$ cat src/pad_pkg.sv
// Shared constants, field layouts and types of the pad owner and configuration block
package pad_pkg;

	localparam int NUM_PADS = 8;
	localparam int NUM_AON = 2;

	// Register byte addresses
	localparam logic [7:0] OFF_PAD_CFG = 8'h00;
	localparam logic [7:0] OFF_AON_CFG = 8'h20;
	localparam logic [7:0] OFF_CTRL = 8'h24;
	localparam logic [7:0] OFF_STATUS = 8'h28;

	// Pad configuration word fields
	localparam int CFG_OWNER_POS = 0;
	localparam int CFG_DRIVE_POS = 2;
	localparam int CFG_SLEW_POS = 4;
	localparam int CFG_OD_POS = 5;
	localparam int CFG_PULL_POS = 6;
	localparam int CFG_HYST_POS = 8;

	// Battery-domain configuration word fields
	localparam int AON_DIR_POS = 0;
	localparam int AON_VSEL_POS = 2;

	// Control and status word fields
	localparam int CTRL_ANT_POS = 0;
	localparam int STAT_AVAIL_POS = 0;
	localparam int STAT_PADIN_POS = 8;
	localparam int STAT_AONIN_POS = 16;
	localparam int STAT_POK_POS = 18;
	localparam int STAT_CORE_POS = 19;
	localparam int STAT_DRST_POS = 20;

	// Pads that carry antenna select when an external RF switch is fitted
	localparam logic [7:0] ANT_PAD_MASK = 8'h31;

	// Synchroniser lane layout and reset levels
	localparam int SYNC_W = 15;
	localparam logic [14:0] SYNC_RESET = 15'h4000;

	typedef enum logic [1:0] {
		OWN_SECURE = 2'h0,
		OWN_HIGH_PERF = 2'h1,
		OWN_LOW_POWER = 2'h2,
		OWN_NONE = 2'h3
	} owner_type;

	typedef enum logic [1:0] {
		PULL_PLAIN = 2'h0,
		PULL_UP = 2'h1,
		PULL_DOWN = 2'h2,
		PULL_KEEPER = 2'h3
	} pull_type;

	typedef enum logic [5:0] {
		POWER_STATE_TOP = 6'h01,
		POWER_STATE_HIGH = 6'h02,
		POWER_STATE_MID = 6'h04,
		POWER_STATE_LOW = 6'h08,
		POWER_STATE_SLEEP = 6'h10,
		POWER_STATE_DEEP = 6'h20
	} power_state_type;

	typedef struct packed {
		logic [1:0] drive_sel;
		logic slew_fast;
		pull_type pull_sel;
		logic hyst_en;
	} pad_elec_type;

	typedef struct packed {
		owner_type owner;
		logic open_drain;
		pad_elec_type elec;
	} pad_cfg_type;

	typedef struct packed {
		logic [7:0] out;
		logic [7:0] oe;
	} subsys_drive_type;

	localparam pad_cfg_type CFG_RESET = '{owner: OWN_LOW_POWER, open_drain: 1'b0,
		elec: '{drive_sel: 2'h0, slew_fast: 1'b0, pull_sel: PULL_PLAIN, hyst_en: 1'b0}};
	localparam logic [1:0] AON_DIR_RESET = 2'h0;
	localparam logic [1:0] AON_VSEL_RESET = 2'h0;

endpackage

$ cat src/pad_owner_config.sv
// Shared pad ring owner selection, electrical options, power gating and reset pins
`timescale 1ns/1ns
// Overview of operation
// RULE1: each shared pad is driven by one subsystem chosen by its owner field
// RULE2: secure and high-performance pads work only in the two top power states
// RULE3: low-power domain pads work in every power state except the sleep states
// RULE4: battery-domain pads stay usable in every power state, sleep included
// RULE5: each shared pad has a two-bit drive strength field for 2, 4, 8, 12 mA
// RULE6: each shared pad has a slow or fast slew selection bit
// RULE7: open-drain pads drive a fixed low and use output enable as the data
// RULE8: each shared pad selects pull-up, pull-down, keeper or plain input
// RULE9: each shared pad input has a hysteresis enable bit
// RULE10: shared pads float when core power is bad, in reset, or in deep sleep
// RULE11: battery-domain pads offer only direction and I/O voltage selection
// RULE12: the reset pin resets digital logic only, never the analog side
// RULE13: the device pulls the reset pin low while power-ok input is low
// RULE14: the outside holds power-ok input low until the supplies are valid
// RULE15: power-ok output starts low and rises once both supplies are valid
// RULE16: three low-power pads carry antenna select when the external switch is set
// RULE17: non-owners are ignored and every subsystem sees the pad input values
module pad_owner_config (
	// Clock and reset
	input wire logic clk,
	input wire logic rst,
	// Register port
	input wire logic [7:0] reg_addr,
	input wire logic [31:0] reg_wdata,
	input wire logic reg_wr,
	input wire logic reg_rd,
	output logic [31:0] reg_rdata,
	// Subsystem pad requests and returned pad values
	input wire pad_pkg::subsys_drive_type secure_zone_cpu,
	input wire pad_pkg::subsys_drive_type high_perf_mcu_domain,
	input wire pad_pkg::subsys_drive_type low_power_mcu_domain,
	output logic [7:0] pad_in_to_subsys,
	// Power manager and radio
	input wire pad_pkg::power_state_type power_state,
	input wire logic [2:0] antenna_select,
	// Shared pads
	input wire logic [7:0] pad_in,
	output logic [7:0] pad_out,
	output logic [7:0] pad_oe,
	output pad_pkg::pad_elec_type [7:0] pad_elec,
	// Battery-domain pads
	input wire logic [1:0] aon_drive_data,
	input wire logic [1:0] aon_pad_in,
	output logic [1:0] aon_pad_out,
	output logic [1:0] aon_pad_oe,
	output logic [1:0] aon_pad_vsel,
	// Supply monitors, power-on control and reset pin
	input wire logic core_power_valid,
	input wire logic aon_supply_valid,
	input wire logic scdc_supply_valid,
	input wire logic power_ok_in,
	output logic power_ok_out,
	input wire logic reset_pad_in,
	output logic reset_pad_out,
	output logic reset_pad_oe,
	output logic digital_rst,
	output logic analog_rst
);

	pad_pkg::pad_cfg_type cfg_reg [8];
	logic [1:0] aon_dir_reg;
	logic [1:0] aon_vsel_reg;
	logic antenna_ext_reg;

	logic [14:0] sync_in;
	logic [14:0] sync_q;
	logic [7:0] pad_in_s;
	logic [1:0] aon_in_s;
	logic core_s;
	logic aon_ok_s;
	logic scdc_ok_s;
	logic poc_s;
	logic reset_pin_s;

	logic pads_off;
	logic [7:0] avail_next;
	logic [7:0] pad_out_next;
	logic [7:0] pad_oe_next;
	logic [31:0] rdata_next;

	// Owner-based availability against the current power state
	function automatic logic owner_ok(input pad_pkg::owner_type owner, input pad_pkg::power_state_type ps);
		logic top_two;
		logic awake;
		top_two = (ps == pad_pkg::POWER_STATE_TOP) || (ps == pad_pkg::POWER_STATE_HIGH);
		awake = top_two || (ps == pad_pkg::POWER_STATE_MID) || (ps == pad_pkg::POWER_STATE_LOW);
		unique case (owner)
			pad_pkg::OWN_SECURE: owner_ok = top_two; // RULE2
			pad_pkg::OWN_HIGH_PERF: owner_ok = top_two; // RULE2
			pad_pkg::OWN_LOW_POWER: owner_ok = awake; // RULE3
			pad_pkg::OWN_NONE: owner_ok = 1'b0;
		endcase
	endfunction

	function automatic logic is_pad_addr(input logic [7:0] addr);
		is_pad_addr = (addr[7:5] == pad_pkg::OFF_PAD_CFG[7:5]) && (addr[1:0] == 2'h0);
	endfunction

	function automatic pad_pkg::pad_cfg_type cfg_from_word(input logic [31:0] w);
		pad_pkg::pad_cfg_type c;
		c.owner = pad_pkg::owner_type'(w[pad_pkg::CFG_OWNER_POS +: 2]);
		c.elec.drive_sel = w[pad_pkg::CFG_DRIVE_POS +: 2];
		c.elec.slew_fast = w[pad_pkg::CFG_SLEW_POS];
		c.open_drain = w[pad_pkg::CFG_OD_POS];
		c.elec.pull_sel = pad_pkg::pull_type'(w[pad_pkg::CFG_PULL_POS +: 2]);
		c.elec.hyst_en = w[pad_pkg::CFG_HYST_POS];
		return c;
	endfunction

	function automatic logic [31:0] cfg_to_word(input pad_pkg::pad_cfg_type c);
		logic [31:0] w;
		w = 32'h0000_0000;
		w[pad_pkg::CFG_OWNER_POS +: 2] = c.owner;
		w[pad_pkg::CFG_DRIVE_POS +: 2] = c.elec.drive_sel;
		w[pad_pkg::CFG_SLEW_POS] = c.elec.slew_fast;
		w[pad_pkg::CFG_OD_POS] = c.open_drain;
		w[pad_pkg::CFG_PULL_POS +: 2] = c.elec.pull_sel;
		w[pad_pkg::CFG_HYST_POS] = c.elec.hyst_en;
		return w;
	endfunction

	// Every level from a pin or an analog monitor crosses into clk here
	assign sync_in = {reset_pad_in, power_ok_in, scdc_supply_valid, aon_supply_valid, core_power_valid,
		aon_pad_in, pad_in};

	pin_sync #(
		.W(pad_pkg::SYNC_W),
		.RESET_VAL(pad_pkg::SYNC_RESET)
	) u_pin_sync (
		.clk(clk),
		.rst(rst),
		.async_in(sync_in),
		.sync_out(sync_q)
	);

	assign pad_in_s = sync_q[7:0];
	assign aon_in_s = sync_q[9:8];
	assign core_s = sync_q[10];
	assign aon_ok_s = sync_q[11];
	assign scdc_ok_s = sync_q[12];
	assign poc_s = sync_q[13];
	assign reset_pin_s = sync_q[14];

	// Software writes
	always_ff @(posedge clk) begin
		if (rst) begin
			for (int i = 0; i < pad_pkg::NUM_PADS; i++) begin
				cfg_reg[i] <= pad_pkg::CFG_RESET;
			end
		end else if (reg_wr && is_pad_addr(reg_addr)) begin
			cfg_reg[reg_addr[4:2]] <= cfg_from_word(reg_wdata); // RULE1 RULE5 RULE6 RULE8 RULE9
		end
	end

	// Battery pads carry only direction and voltage selection
	always_ff @(posedge clk) begin
		if (rst) begin
			aon_dir_reg <= pad_pkg::AON_DIR_RESET;
			aon_vsel_reg <= pad_pkg::AON_VSEL_RESET;
		end else if (reg_wr && reg_addr == pad_pkg::OFF_AON_CFG) begin
			aon_dir_reg <= reg_wdata[pad_pkg::AON_DIR_POS +: 2]; // RULE11
			aon_vsel_reg <= reg_wdata[pad_pkg::AON_VSEL_POS +: 2]; // RULE11
		end
	end

	always_ff @(posedge clk) begin
		if (rst) begin
			antenna_ext_reg <= 1'b0;
		end else if (reg_wr && reg_addr == pad_pkg::OFF_CTRL) begin
			antenna_ext_reg <= reg_wdata[pad_pkg::CTRL_ANT_POS];
		end
	end

	// Deep sleep, bad core supply and held reset all float the shared ring
	assign pads_off = !core_s || digital_rst || (power_state == pad_pkg::POWER_STATE_DEEP); // RULE10

	always_comb begin
		logic [1:0] ant_idx;
		logic sel_out;
		logic sel_oe;
		ant_idx = 2'h0;
		sel_out = 1'b0;
		sel_oe = 1'b0;
		for (int i = 0; i < pad_pkg::NUM_PADS; i++) begin
			unique case (cfg_reg[i].owner)
				pad_pkg::OWN_SECURE: begin
					sel_out = secure_zone_cpu.out[i]; // RULE1 RULE17
					sel_oe = secure_zone_cpu.oe[i];
				end
				pad_pkg::OWN_HIGH_PERF: begin
					sel_out = high_perf_mcu_domain.out[i]; // RULE1 RULE17
					sel_oe = high_perf_mcu_domain.oe[i];
				end
				pad_pkg::OWN_LOW_POWER: begin
					sel_out = low_power_mcu_domain.out[i]; // RULE1 RULE17
					sel_oe = low_power_mcu_domain.oe[i];
				end
				pad_pkg::OWN_NONE: begin
					sel_out = 1'b0;
					sel_oe = 1'b0;
				end
			endcase
			avail_next[i] = owner_ok(cfg_reg[i].owner, power_state);
			if (antenna_ext_reg && pad_pkg::ANT_PAD_MASK[i]) begin
				// Radio takes the pad over, still bound to low-power availability
				sel_out = antenna_select[ant_idx]; // RULE16
				sel_oe = 1'b1;
				avail_next[i] = owner_ok(pad_pkg::OWN_LOW_POWER, power_state); // RULE16
				ant_idx = ant_idx + 2'h1;
			end else if (pad_pkg::ANT_PAD_MASK[i]) begin
				ant_idx = ant_idx + 2'h1;
			end
			if (cfg_reg[i].open_drain) begin
				pad_out_next[i] = 1'b0; // RULE7
				pad_oe_next[i] = sel_oe; // RULE7
			end else begin
				pad_out_next[i] = sel_out;
				pad_oe_next[i] = sel_oe;
			end
			if (!avail_next[i] || pads_off) begin
				pad_oe_next[i] = 1'b0; // RULE2 RULE3 RULE10
				pad_out_next[i] = 1'b0;
			end
		end
	end

	always_ff @(posedge clk) begin
		if (rst) begin
			pad_out <= 8'h00;
			pad_oe <= 8'h00;
		end else begin
			pad_out <= pad_out_next;
			pad_oe <= pad_oe_next;
		end
	end

	// Electrical options follow the register even while the pad floats
	always_ff @(posedge clk) begin
		if (rst) begin
			pad_elec <= {pad_pkg::NUM_PADS{pad_pkg::CFG_RESET.elec}};
		end else begin
			for (int i = 0; i < pad_pkg::NUM_PADS; i++) begin
				pad_elec[i] <= cfg_reg[i].elec; // RULE5 RULE6 RULE8 RULE9
			end
		end
	end

	always_ff @(posedge clk) begin
		if (rst) begin
			pad_in_to_subsys <= 8'h00;
		end else begin
			pad_in_to_subsys <= pad_in_s; // RULE17
		end
	end

	// Battery pads ignore power state and core supply
	always_ff @(posedge clk) begin
		if (rst) begin
			aon_pad_out <= 2'h0;
			aon_pad_oe <= 2'h0;
			aon_pad_vsel <= 2'h0;
		end else begin
			aon_pad_out <= aon_drive_data & aon_dir_reg; // RULE4
			aon_pad_oe <= aon_dir_reg; // RULE4 RULE11
			aon_pad_vsel <= aon_vsel_reg; // RULE11
		end
	end

	// Reset pin and power-on control
	always_ff @(posedge clk) begin
		if (rst) begin
			digital_rst <= 1'b1;
			analog_rst <= 1'b1;
			reset_pad_out <= 1'b0;
			reset_pad_oe <= 1'b0;
			power_ok_out <= 1'b0;
		end else begin
			digital_rst <= !poc_s || !reset_pin_s; // RULE12 RULE14
			analog_rst <= !poc_s; // RULE12 RULE14
			reset_pad_out <= 1'b0;
			reset_pad_oe <= !poc_s; // RULE13
			power_ok_out <= aon_ok_s && scdc_ok_s; // RULE15
		end
	end

	// Register reads answer in the following cycle; unmapped addresses read zero
	always_comb begin
		rdata_next = 32'h0000_0000;
		if (is_pad_addr(reg_addr)) begin
			rdata_next = cfg_to_word(cfg_reg[reg_addr[4:2]]);
		end else if (reg_addr == pad_pkg::OFF_AON_CFG) begin
			rdata_next[pad_pkg::AON_DIR_POS +: 2] = aon_dir_reg;
			rdata_next[pad_pkg::AON_VSEL_POS +: 2] = aon_vsel_reg;
		end else if (reg_addr == pad_pkg::OFF_CTRL) begin
			rdata_next[pad_pkg::CTRL_ANT_POS] = antenna_ext_reg;
		end else if (reg_addr == pad_pkg::OFF_STATUS) begin
			rdata_next[pad_pkg::STAT_AVAIL_POS +: 8] = avail_next & {8{!pads_off}};
			rdata_next[pad_pkg::STAT_PADIN_POS +: 8] = pad_in_s;
			rdata_next[pad_pkg::STAT_AONIN_POS +: 2] = aon_in_s;
			rdata_next[pad_pkg::STAT_POK_POS] = power_ok_out;
			rdata_next[pad_pkg::STAT_CORE_POS] = core_s;
			rdata_next[pad_pkg::STAT_DRST_POS] = digital_rst;
		end
	end

	always_ff @(posedge clk) begin
		if (rst) begin
			reg_rdata <= 32'h0000_0000;
		end else if (reg_rd) begin
			reg_rdata <= rdata_next;
		end else begin
			reg_rdata <= 32'h0000_0000;
		end
	end
endmodule

$ cat src/pin_sync.sv
// Three-stage pin synchroniser that accepts a change once stages two and three agree
`timescale 1ns/1ns
module pin_sync #(
	parameter int W = 1,
	parameter logic [W-1:0] RESET_VAL = '0
) (
	// Clock and reset
	input wire logic clk,
	input wire logic rst,
	// Lanes
	input wire logic [W-1:0] async_in,
	output logic [W-1:0] sync_out
);

	logic [W-1:0] stage1_reg;
	logic [W-1:0] stage2_reg;
	logic [W-1:0] stage3_reg;

	// Stage one feeds stage two only, so no logic sees a metastable level
	always_ff @(posedge clk) begin
		if (rst) begin
			stage1_reg <= RESET_VAL;
			stage2_reg <= RESET_VAL;
			stage3_reg <= RESET_VAL;
		end else begin
			stage1_reg <= async_in;
			stage2_reg <= stage1_reg;
			stage3_reg <= stage2_reg;
		end
	end

	always_ff @(posedge clk) begin
		if (rst) begin
			sync_out <= RESET_VAL;
		end else begin
			sync_out <= (stage2_reg & stage3_reg) | (sync_out & (stage2_reg | stage3_reg));
		end
	end

endmodule

$ cat config.mk
export PLATFORM = sky130hd
export DESIGN_NAME = pad_owner_config
export DESIGN_NICKNAME = d
export VERILOG_FILES = /design/src/pad_pkg.sv /design/src/pad_owner_config.sv /design/src/pin_sync.sv
export SDC_FILE = /design/constraint.sdc
export NUM_CORES = 1
export LEC_CHECK = 0
export ABC_AREA = 1
export BUFFER_PORTS_ARGS = -buffer_cell sky130_fd_sc_hd__buf_2
export CAP_MARGIN = 20
export CORE_UTILIZATION = 49
export CTS_CLUSTER_SIZE = 40
export DETAILED_ROUTE_END_ITERATION = 6
export GPL_TIMING_DRIVEN = 0
export MAX_ROUTING_LAYER = met4
export PLACE_DENSITY = 0.86
export SYNTH_ARGS = -nofsm -noshare
export SYNTH_HDL_FRONTEND = slang
export SYNTH_SLANG_ARGS = --single-unit
$ cat constraint.sdc
create_clock -name clk -period 3.9 [get_ports clk]
set_input_delay 0.195 -clock clk [delete_from_list [all_inputs] [get_ports clk]]
set_output_delay 0.195 -clock clk [all_outputs]
set_load 0.02 [all_outputs]
==> metrics, run 1 <==
Syn Inst Count=985; Routed Antenna Nets=0; worst skew pair latency=about 500 ps; P per Cell Area=465 nW/µm²; layout cell share with drive strength beyond 1=approximately 23%; Yosys reg bits=240; WL/cell=16.6 µm; MaxCap Viol Count=0; FF-to-FF End=pad_oe[3]$_SDFF_PP0_; die area=between 15000 and 20000 µm²; FP Rows=48; Tmin final=roughly 2200 ps; Layout Skew=8.23 ps; H-tree depth reported by CTS=1; Fin. Hold Viols=0; outcome=completed; GRT Total Usage=around 27%; Setup CP Type=in -> reg; Multi-input gate area=between 2000 and 2500 µm²; placed cell area=10100 µm²; Resized Gates After CTS=0; vias=7646; maximum fanout along the worst path=10; Area growth syn-to-layout=26.4%; # hold bufs at CTS=31; sequential fraction of the synthesis area=between 60% and 70%; # setup viols final=0; r2r worst-path depth=8; Ports=between 200 and 250; Synth Cell Area=a little under 9000 µm²; nets=1367; core area=approximately 17000 µm²; first-pass GRT wire length=36.5 mm; TNS Setup=0 ps; design area=roughly 11000 µm²; overall routed net length=about 25 mm; Largest register FFs=72; fillcell total=around 1400; Die X=136 µm; final period utilization=roughly 57%; PortBufs=about 200; CTS tree=done; crit path DAT=about 2700 ps; count of different cell masters after synthesis=31; Detailed Routing Iterations Pass 1=5; Clock Pin Slew Worst Setup and Hold Paths=roughly 60 ps; gpl congestion=around 0.93; Fmax=~450 MHz; worst hold path class=in -> reg; vias in the first global route=7179; Synth Warn #=0; DP Wirelength=between 15 and 20 mm; CP endpoint kind=flip-flop; GR Overflow Total=0; clock root cell=clkbuf_16; r2r startpoint=digital_rst$_SDFF_PP1_; CTS buffer count=23; most frequent cells in the layout=nor2_1 (242), buf_2 (200), dfxtp_1 (168), inv_1 (149), nand2_1 (103); Hold Startpoint=reg_rd; Worst Max-Slew Pin Slew=slightly above 900 ps; hold depth=3; worst vdd ir=0.000293 V; leakage=5.15 nW; Worst Hold Endpoint=reg_rdata[1]$_SDFF_PP0_; Slew Viols, Final=0; unrepaired setup endpoints after global routing=false; DRC=0; CP Launch Type=input port; largest net degree at the start of global routing=15; critical path required time=4320 ps; R2R setup slack=roughly 1900 ps; Avg Cell Area, Syn=between 8 and 9 µm²; Clock Sinks=between 200 and 250; Initial Utilization=between 50% and 60%; Max clock buf depth=3; DR vias/cell=~5.1; sequential cell area=~5500 µm²; commonest non-fill, non-tap cell in the layout=nor2_1; DRT iter0 DRCs=629; Post CTS Setup Buffer Count=0; DIE HEIGHT=between 100 and 150 µm; max_slew headroom=a little under two fifths; initial antenna violation count=2
[critical path: stages]
cell and delay, ps:
dlygate4sd3_1 550, buf_2 170, inv_1 130, buf_4 210, nand2_2 110, nor3_1 760
nand3_1 360, o21ai_0 160
[cell families after synthesis]
kind of cell | share of synthesized area [%]
buf+inv | 9.45
compound gates | 7.60
other cells | 0.0427
simple gates | 19.9
flops | 63.0
[cells in the mapped netlist (all sizes together)]
cell type,instances,area (µm²)
clkbuf,14,52.6
o21ai,28,140
a21oi,46,230
a31o,2,17.5
inv,165,619
conb,1,3.75
clkinv,4,15.0
edfxtp,72,2160
o211ai,17,128
and3,2,12.5
nand4,6,37.5
nor3,5,25.0
o221ai,4,35.0
nor2,254,993
nand2,106,405
a221oi,1,8.76
buf,23,143
o2111ai,4,35.0
a31oi,8,50.1
a211oi,3,22.5
or2,3,18.8
nor4,1,6.26
nand3,48,250
dfxtp,168,3360
[worst max path at each step]
| stage | from | endpoint | slack [ps] | depth (start not counted) |
|---|---|---|---|---|
| detailed placement | reg_addr[7] | cfg_reg[1][4]$_SDFFCE_PN0P_ | 1790 | 10 |
| global route | rst | pad_oe[1]$_SDFF_PP0_ | 1620 | 8 |
| global placement | reg_addr[7] | cfg_reg[3][3]$_SDFFCE_PN0P_ | 1790 | 10 |
| floorplan | reg_addr[7] | cfg_reg[7][0]$_SDFFCE_PN0P_ | 2340 | 9 |
| CTS | rst | reg_rdata[8]$_SDFF_PP0_ | 1780 | 8 |
| finish | rst | reg_rdata[8]$_SDFF_PP0_ | 1670 | 8 |
[power breakdown]
part	total (mW)	internal (mW)	switching, mW
Sequential	2.69	2.65	0.0396
Clock	2.06	1.18	0.888
Combinational	0.401	0.139	0.262
Total	5.16	3.97	1.19
[per-layer routing]
metal | share of wire, % | global-route usage [%]
met1 | 39 | 30.9
met5 | 0 | -
met2 | 48 | 45.7
met3 | 8.7 | 4.74
met4 | 4.4 | 12.1
[metrics by stage]
step / util, % / power [mW] / hold slack (ps) / setup WS (ps) / cells
2_1_floorplan: - / 2.95 / 278 / 2340 / 996
3_3_place_gp: 57.9 / 3.10 / 390 / 1790 / 1418
3_5_place_dp: 57.9 / 3.11 / 392 / 1790 / 1418
4_1_cts: 63.6 / 5.15 / 9.15 / 1780 / 1487
5_1_grt: 63.7 / 5.29 / 29.3 / 1620 / 1489
6_report: 63.7 / 5.16 / 28.6 / 1670 / 1489
[cell type report]
type / count / area share [%]
Antenna cell: 2 / 0.0451
Buffer: 37 / 1.76
Clock buffer: 33 / 5.99
Clock inverter: 5 / 0.226
Inverter: 169 / 5.72
Multi-Input combinational cell: 550 / 22.2
Sequential cell: 240 / 49.8
Tap cell: 225 / 2.54
Timing Repair Buffer: 228 / 11.7
(Power assumes the default switching activity.)
==> inputs of run 2 (changes only) <==
Settings changed: CORE_UTILIZATION 49 to 47.
Clock period 3.9 ns to 2 ns, I/O delays scaled along.
==> run 2 against run 1 <==
Effect of this change: the run now ends with design-rule violations left; combinational power up 100%; final cell count is 2.1% higher; global-route usage shrank 0.43 points; power up 100%; worst setup slack lost 1500 ps; die area is 4.2% higher; non-clock buffer count grew 22; sequential share of layout area down 1.4 points; clock-buffer cell count is 3 lower; sequential power grew 95%; register-to-register slack worse by 1800 ps; worst hold slack worse by 15 ps.
==> metrics, run 2 (synthesized netlist as in run 1, its figures left out) <==
Final Total Pwr=10.5 mW; first-pass GRT wire length=between 30 and 40 mm; Routed Antenna Nets=0; Fin. Hold Viols=0; nets=around 1400; largest net degree at the start of global routing=15; worst skew pair latency=around 510 ps; final period utilization=between 90% and 100%; vias=approximately 7600; worst hold path class=in -> reg; clock group share of total power=between 40 and 50%; Area growth syn-to-layout=30.1%; Sw Share=~23%; initial antenna violation count=1; P per Cell Area=around 900 nW/µm²; Clock Sinks=240; TNS Setup=0 ps; Crit-path slowest cell=dlygate4sd3_1; Worst Max-Slew Pin Slew=approximately 960 ps; # setup viols final=0; DP Wirelength=roughly 17 mm; layout cell share with drive strength beyond 1=a little under a quarter; Detailed Routing Iterations Pass 1=7; vias in the first global route=roughly 7300; Largest register FFs=between 70 and 80; Post-Layout Cell Count=about 1500; core area=~18000 µm²; WL/cell=roughly 16 µm; DRT iter0 DRCs=a little over 600; Initial Utilization=48.4%; Slew Viols, Final=0; DIE HEIGHT=139 µm; Layout Skew=around 16 ps; clock root cell=clkbuf_16; met2 wire length=around 12 mm; Setup CP Type=reg -> reg; R2R setup slack=roughly 140 ps; unrepaired setup endpoints after global routing=false; M1 WL=between 9 and 10 mm; sequential cell area=roughly 5500 µm²; critical path required time=between 2000 and 2500 ps; Fin Hold WS=roughly 14 ps; DR vias/cell=between 5 and 6; GR Overflow Total=0; max incr delay on CP=~620 ps; most frequent cells in the layout=nor2_1 (239), buf_2 (200), dfxtp_1 (168), inv_1 (149), nand2_1 (103); fillcell total=around 1500; Fmax=roughly 540 MHz; CTS buffer count=24; MaxCap Viol Count=0; Post CTS Setup Buffer Count=0; P_sw=between 2 and 2.5 mW; DR WL met3=2.05 mm; failing checks=design-rule violations; max_slew headroom=a little over a third; leakage=between 5 and 6 nW; Clock Pin Slew Worst Setup and Hold Paths=approximately 60 ps; overall routed net length=24.9 mm; Multi-input gate area=2470 µm²; die area=about 19000 µm²; Flop pwr share=around 50%; Critical Path, Cell by Cell=inv_1 > nor2_1 > nand2_1 > nand2_1 > a221oi_1 > dlygate4sd3_1 > nor2_1; worst vdd ir=0.000649 V; Gate power share=7.9%; gpl congestion=slightly above 0.9; maximum fanout along the worst path=5; commonest non-fill, non-tap cell in the layout=nor2_1; crit path DAT=around 2300 ps; CP Launch Type=flip-flop; Ports=~230; Die X=~140 µm; DRC=20; CTS tree=done; FP Rows=approximately 50; P_int=between 8 and 9 mW; H-tree depth reported by CTS=1; CP endpoint kind=flip-flop; outcome=finished, violations left; Max clock buf depth=3; PortBufs=197; Tmin final=1860 ps; Placed Cells=roughly 1400; GRT Total Usage=26.4%; highest metal used=met4
==> run 2: cell types whose count changed in the layout (fill, tap and decap cells not counted), sizes merged <==
cell         delta
dlygate4sd3    +23
bufinv          +2
clkinv          +5
diode           -1
clkbuf          -4
clkinvlp        +1
inv             +1
==> run 2: per-stage QoR <==
step                      worst slack, ps  util, %  cell area [µm²]
final                                 140     62.9            11400
after global routing                 9.23     62.9            11400
after CTS                            78.7     62.9            11400
after detailed placement             -100     55.6            10100
after global placement              -89.1     55.6            10100
after floorplan                       540        -             8820
==> run 2: area by class of cell <==
cell class              count  share of cell area [%]
diodes                      1                  0.0219
inverters                 169                    5.56
clock inverters            14                    1.08
plain buffers              36                    1.68
repair buffers            251                    13.4
flip-flops and latches    240                    48.4
multi-input cells         550                    21.7
clock buffers              30                    5.73
well taps                 229                    2.51
==> run 2: timing repair <==
| action | CTS | global route |
|---|---|---|
| hold buffers | 54 | 0 |
| gates resized for setup | 0 | 4 |
| setup endpoints to repair | 0 | 5 |
| endpoints found under the hold margin | 41 | 0 |
==> run 2: worst paths after layout <==
check,cells past startpoint,to,from
setup / recovery,7,pad_oe[5]$_SDFF_PP0_,cfg_reg[5][8]$_SDFFCE_PN1P_
hold / removal,3,cfg_reg[6][1]$_SDFFCE_PN0P_,reg_wdata[6]
setup reg to reg,7,pad_oe[5]$_SDFF_PP0_,cfg_reg[5][8]$_SDFFCE_PN1P_
hold reg to reg,2,u_pin_sync.stage2_reg[11]$_SDFF_PP0_,u_pin_sync.stage1_reg[11]$_SDFF_PP0_
==> run 2: worst max-delay path, delay by kind of cell (launching register included) <==
kind            cells  cell delay, ps
buf+inv             2             760
flops               1             480
compound gates      1             260
simple gates        4             250
==> run 2: per-layer routing <==
metal,vias up,track usage (%)
met3,55,4.32
met4,0,10.8
met5,-,-
met2,406,44.6
met1,3518,31.6
li1,3658,-
==> run 2: power groups by stage <==
stage | Combinational [mW] | Sequential (mW) | Clock, mW
4_1_cts | 0.807 | 5.24 | 4.43
6_report | 0.822 | 5.25 | 4.41
3_3_place_gp | 0.709 | 5.34 | 0
3_5_place_dp | 0.719 | 5.35 | 0
2_1_floorplan | 0.357 | 5.40 | 0
5_1_grt | 0.890 | 5.26 | 4.65
==> inputs of run 3 (changes only) <==
Settings changed: CORE_UTILIZATION 47 to 31, PLACE_DENSITY 0.86 to 0.65.
==> run 3 against run 2 <==
Effect of this change: the run now ends clean; clock power is 17% higher; global-route usage is 8.3 points lower; clock skew is 2.0 ps lower; sequential share of layout area is 1.8 points lower; combinational power is 2% higher; first-iteration DRC count is 6.3% lower; critical path type unchanged.
==> metrics, run 3 (synthesized netlist as in run 1, its figures left out) <==
outcome=completed; Die X=between 150 and 200 µm; Layout Skew=between 10 and 15 ps; CTS tree=done; GRT Total Usage=approximately 18%; Worst Slack Setup Final=between 150 and 200 ps; critical path required time=2450 ps; final period utilization=~92%; crit path to=pad_out[5]$_SDFF_PP0_; Setup CP Type=reg -> reg; placed cell area=between 10000 and 15000 µm²; worst vdd ir=0.000569 V; DRT iter0 DRCs=568; P per Cell Area=949 nW/µm²; r2r startpoint=cfg_reg[5][8]$_SDFFCE_PN1P_; commonest non-fill, non-tap cell in the layout=nor2_1; Routed Antenna Nets=0; sequential cell area=between 5000 and 6000 µm²; CP endpoint kind=flip-flop; crit path DAT=about 2300 ps; vias=~7400; WL/cell=around 15 µm; Critical Path, Cell by Cell=inv_1 > nor2_1 > nand2_1 > nand4_1 > o21ai_0 > dlygate4sd3_1 > nor3_1; Fmax=542 MHz; PortBufs=197; vias in the first global route=roughly 7100; max incr delay on CP=between 500 and 600 ps; first-pass GRT wire length=roughly 39 mm; Final Total Pwr=roughly 11 mW; Worst Max-Slew Pin Slew=approximately 640 ps; FF-to-FF End=pad_out[5]$_SDFF_PP0_; Tmin final=about 1800 ps; Flop pwr share=46.7%; Crit-path slowest cell=dlygate4sd3_1; most frequent cells in the layout=nor2_1 (238), buf_2 (200), dfxtp_1 (168), inv_1 (148), nand2_1 (102); Slew Viols, Final=0; Multi-input gate area=about 2500 µm²; Sw Share=23.5%; initial antenna violation count=1; GR Overflow Total=0; gpl congestion=0.866; DP Wirelength=around 19 mm; worst hold path class=in -> reg; maximum fanout along the worst path=5; Area growth syn-to-layout=35.2%; CP Launch Type=flip-flop; Largest register FFs=72; Gate power share=7.4%; Ports=between 200 and 250; Setup WS pre-CTS=-67.5 ps; Max clock buf depth=3; Detailed Routing Iterations Pass 1=5; layout cell share with drive strength beyond 1=a little under a quarter; H-tree depth reported by CTS=1; CTS buffer count=26; Clock Pin Slew Worst Setup and Hold Paths=70 ps; P_sw=roughly 2.6 mW; # setup viols final=0; fillcell total=between 2000 and 3000; design area=between 10000 and 15000 µm²; clock group share of total power=45.9%; hold depth=4; Fin. Hold Viols=0; clock root cell=clkbuf_16; R2R setup slack=between 150 and 200 ps; Clock Sinks=240; overall routed net length=around 26 mm; r2r worst-path depth=7; FP Rows=61; max_slew headroom=57.3%; nets=~1400; P_int=8.61 mW; die area=just under 30000 µm²; Fin Hold WS=~33 ps; DRC=0; Initial Utilization=31.6%; core area=between 20000 and 30000 µm²; leakage=roughly 5.4 nW; DR vias/cell=approximately 4.4; DIE HEIGHT=about 170 µm; Worst setup startpoint=cfg_reg[5][8]$_SDFFCE_PN1P_; worst skew pair latency=530 ps; largest net degree at the start of global routing=16; MaxCap Viol Count=0
==> run 3: changes by cell type in the layout (fill, tap and decap cells not counted), sizes merged <==
cell	change
clkinv	-3
bufinv	+1
dlygate4sd3	+6
inv	+3
clkinvlp	-1
clkbuf	+4
==> run 3: power groups by stage <==
stage | clock, mW | combinational, mW | sequential, mW
after floorplan | 0 | 0.357 | 5.40
after global placement | 0 | 0.727 | 5.36
after detailed placement | 0 | 0.732 | 5.36
after CTS | 5.28 | 0.830 | 5.25
after global routing | 5.45 | 0.918 | 5.27
final | 5.17 | 0.837 | 5.25
==> run 3: per-layer routing <==
| layer | wire (µm) | track usage (%) |
|---|---|---|
| met4 | 607 | 5.29 |
| met5 | 0 | - |
| met1 | 11300 | 22.4 |
| met2 | 12300 | 30.4 |
| met3 | 1560 | 2.84 |
==> run 3: worst min path at each step <==
stage / end / slack, ps / startpoint
6_report: cfg_reg[7][8]$_SDFFCE_PN1P_ / 30 / reg_addr[4]
5_1_grt: cfg_reg[3][2]$_SDFFCE_PN0P_ / 50 / reg_wdata[7]
4_1_cts: cfg_reg[6][8]$_SDFFCE_PN1P_ / 20 / reg_addr[4]
3_5_place_dp: u_pin_sync.stage1_reg[14]$_SDFF_PP1_ / 300 / reset_pad_in
3_3_place_gp: u_pin_sync.stage1_reg[14]$_SDFF_PP1_ / 290 / reset_pad_in
2_1_floorplan: u_pin_sync.stage3_reg[0]$_SDFF_PP0_ / 180 / rst
==> run 3: final cells by class <==
cell class | count | area share (%)
Sequential cell | 240 | 46.6
Multi-Input combinational cell | 550 | 21.0
Timing Repair Buffer | 257 | 13.4
Clock buffer | 34 | 6.43
Inverter | 169 | 5.35
Tap cell | 378 | 3.99
Buffer | 36 | 1.62
Clock inverter | 14 | 1.61
Antenna cell | 1 | 0.0211
==> run 3: worst max-delay path: cells and delay by family (launching register included) <==
family | cells | cell delay [ps]
buf+inv | 2 | 680
flops | 1 | 470
simple gates | 4 | 530
compound gates | 1 | 90
==> run 3: what timing repair did <==
action                                  CTS  global route
hold buffers                             60             0
resized for setup                         0            12
endpoints found under the setup margin    0            78
hold endpoints to repair                 42             0
buffers inserted                          0             0
==> run 3: through the flow <==
stage / setup TNS, ps / instances / util, %
floorplan: 0 / 996 / -
finish: 0 / 1679 / 42.7
global route: -7.01 / 1679 / 42.7
global placement: -331 / 1571 / 37.0
CTS: 0 / 1679 / 42.6
detailed placement: -689 / 1571 / 37.0
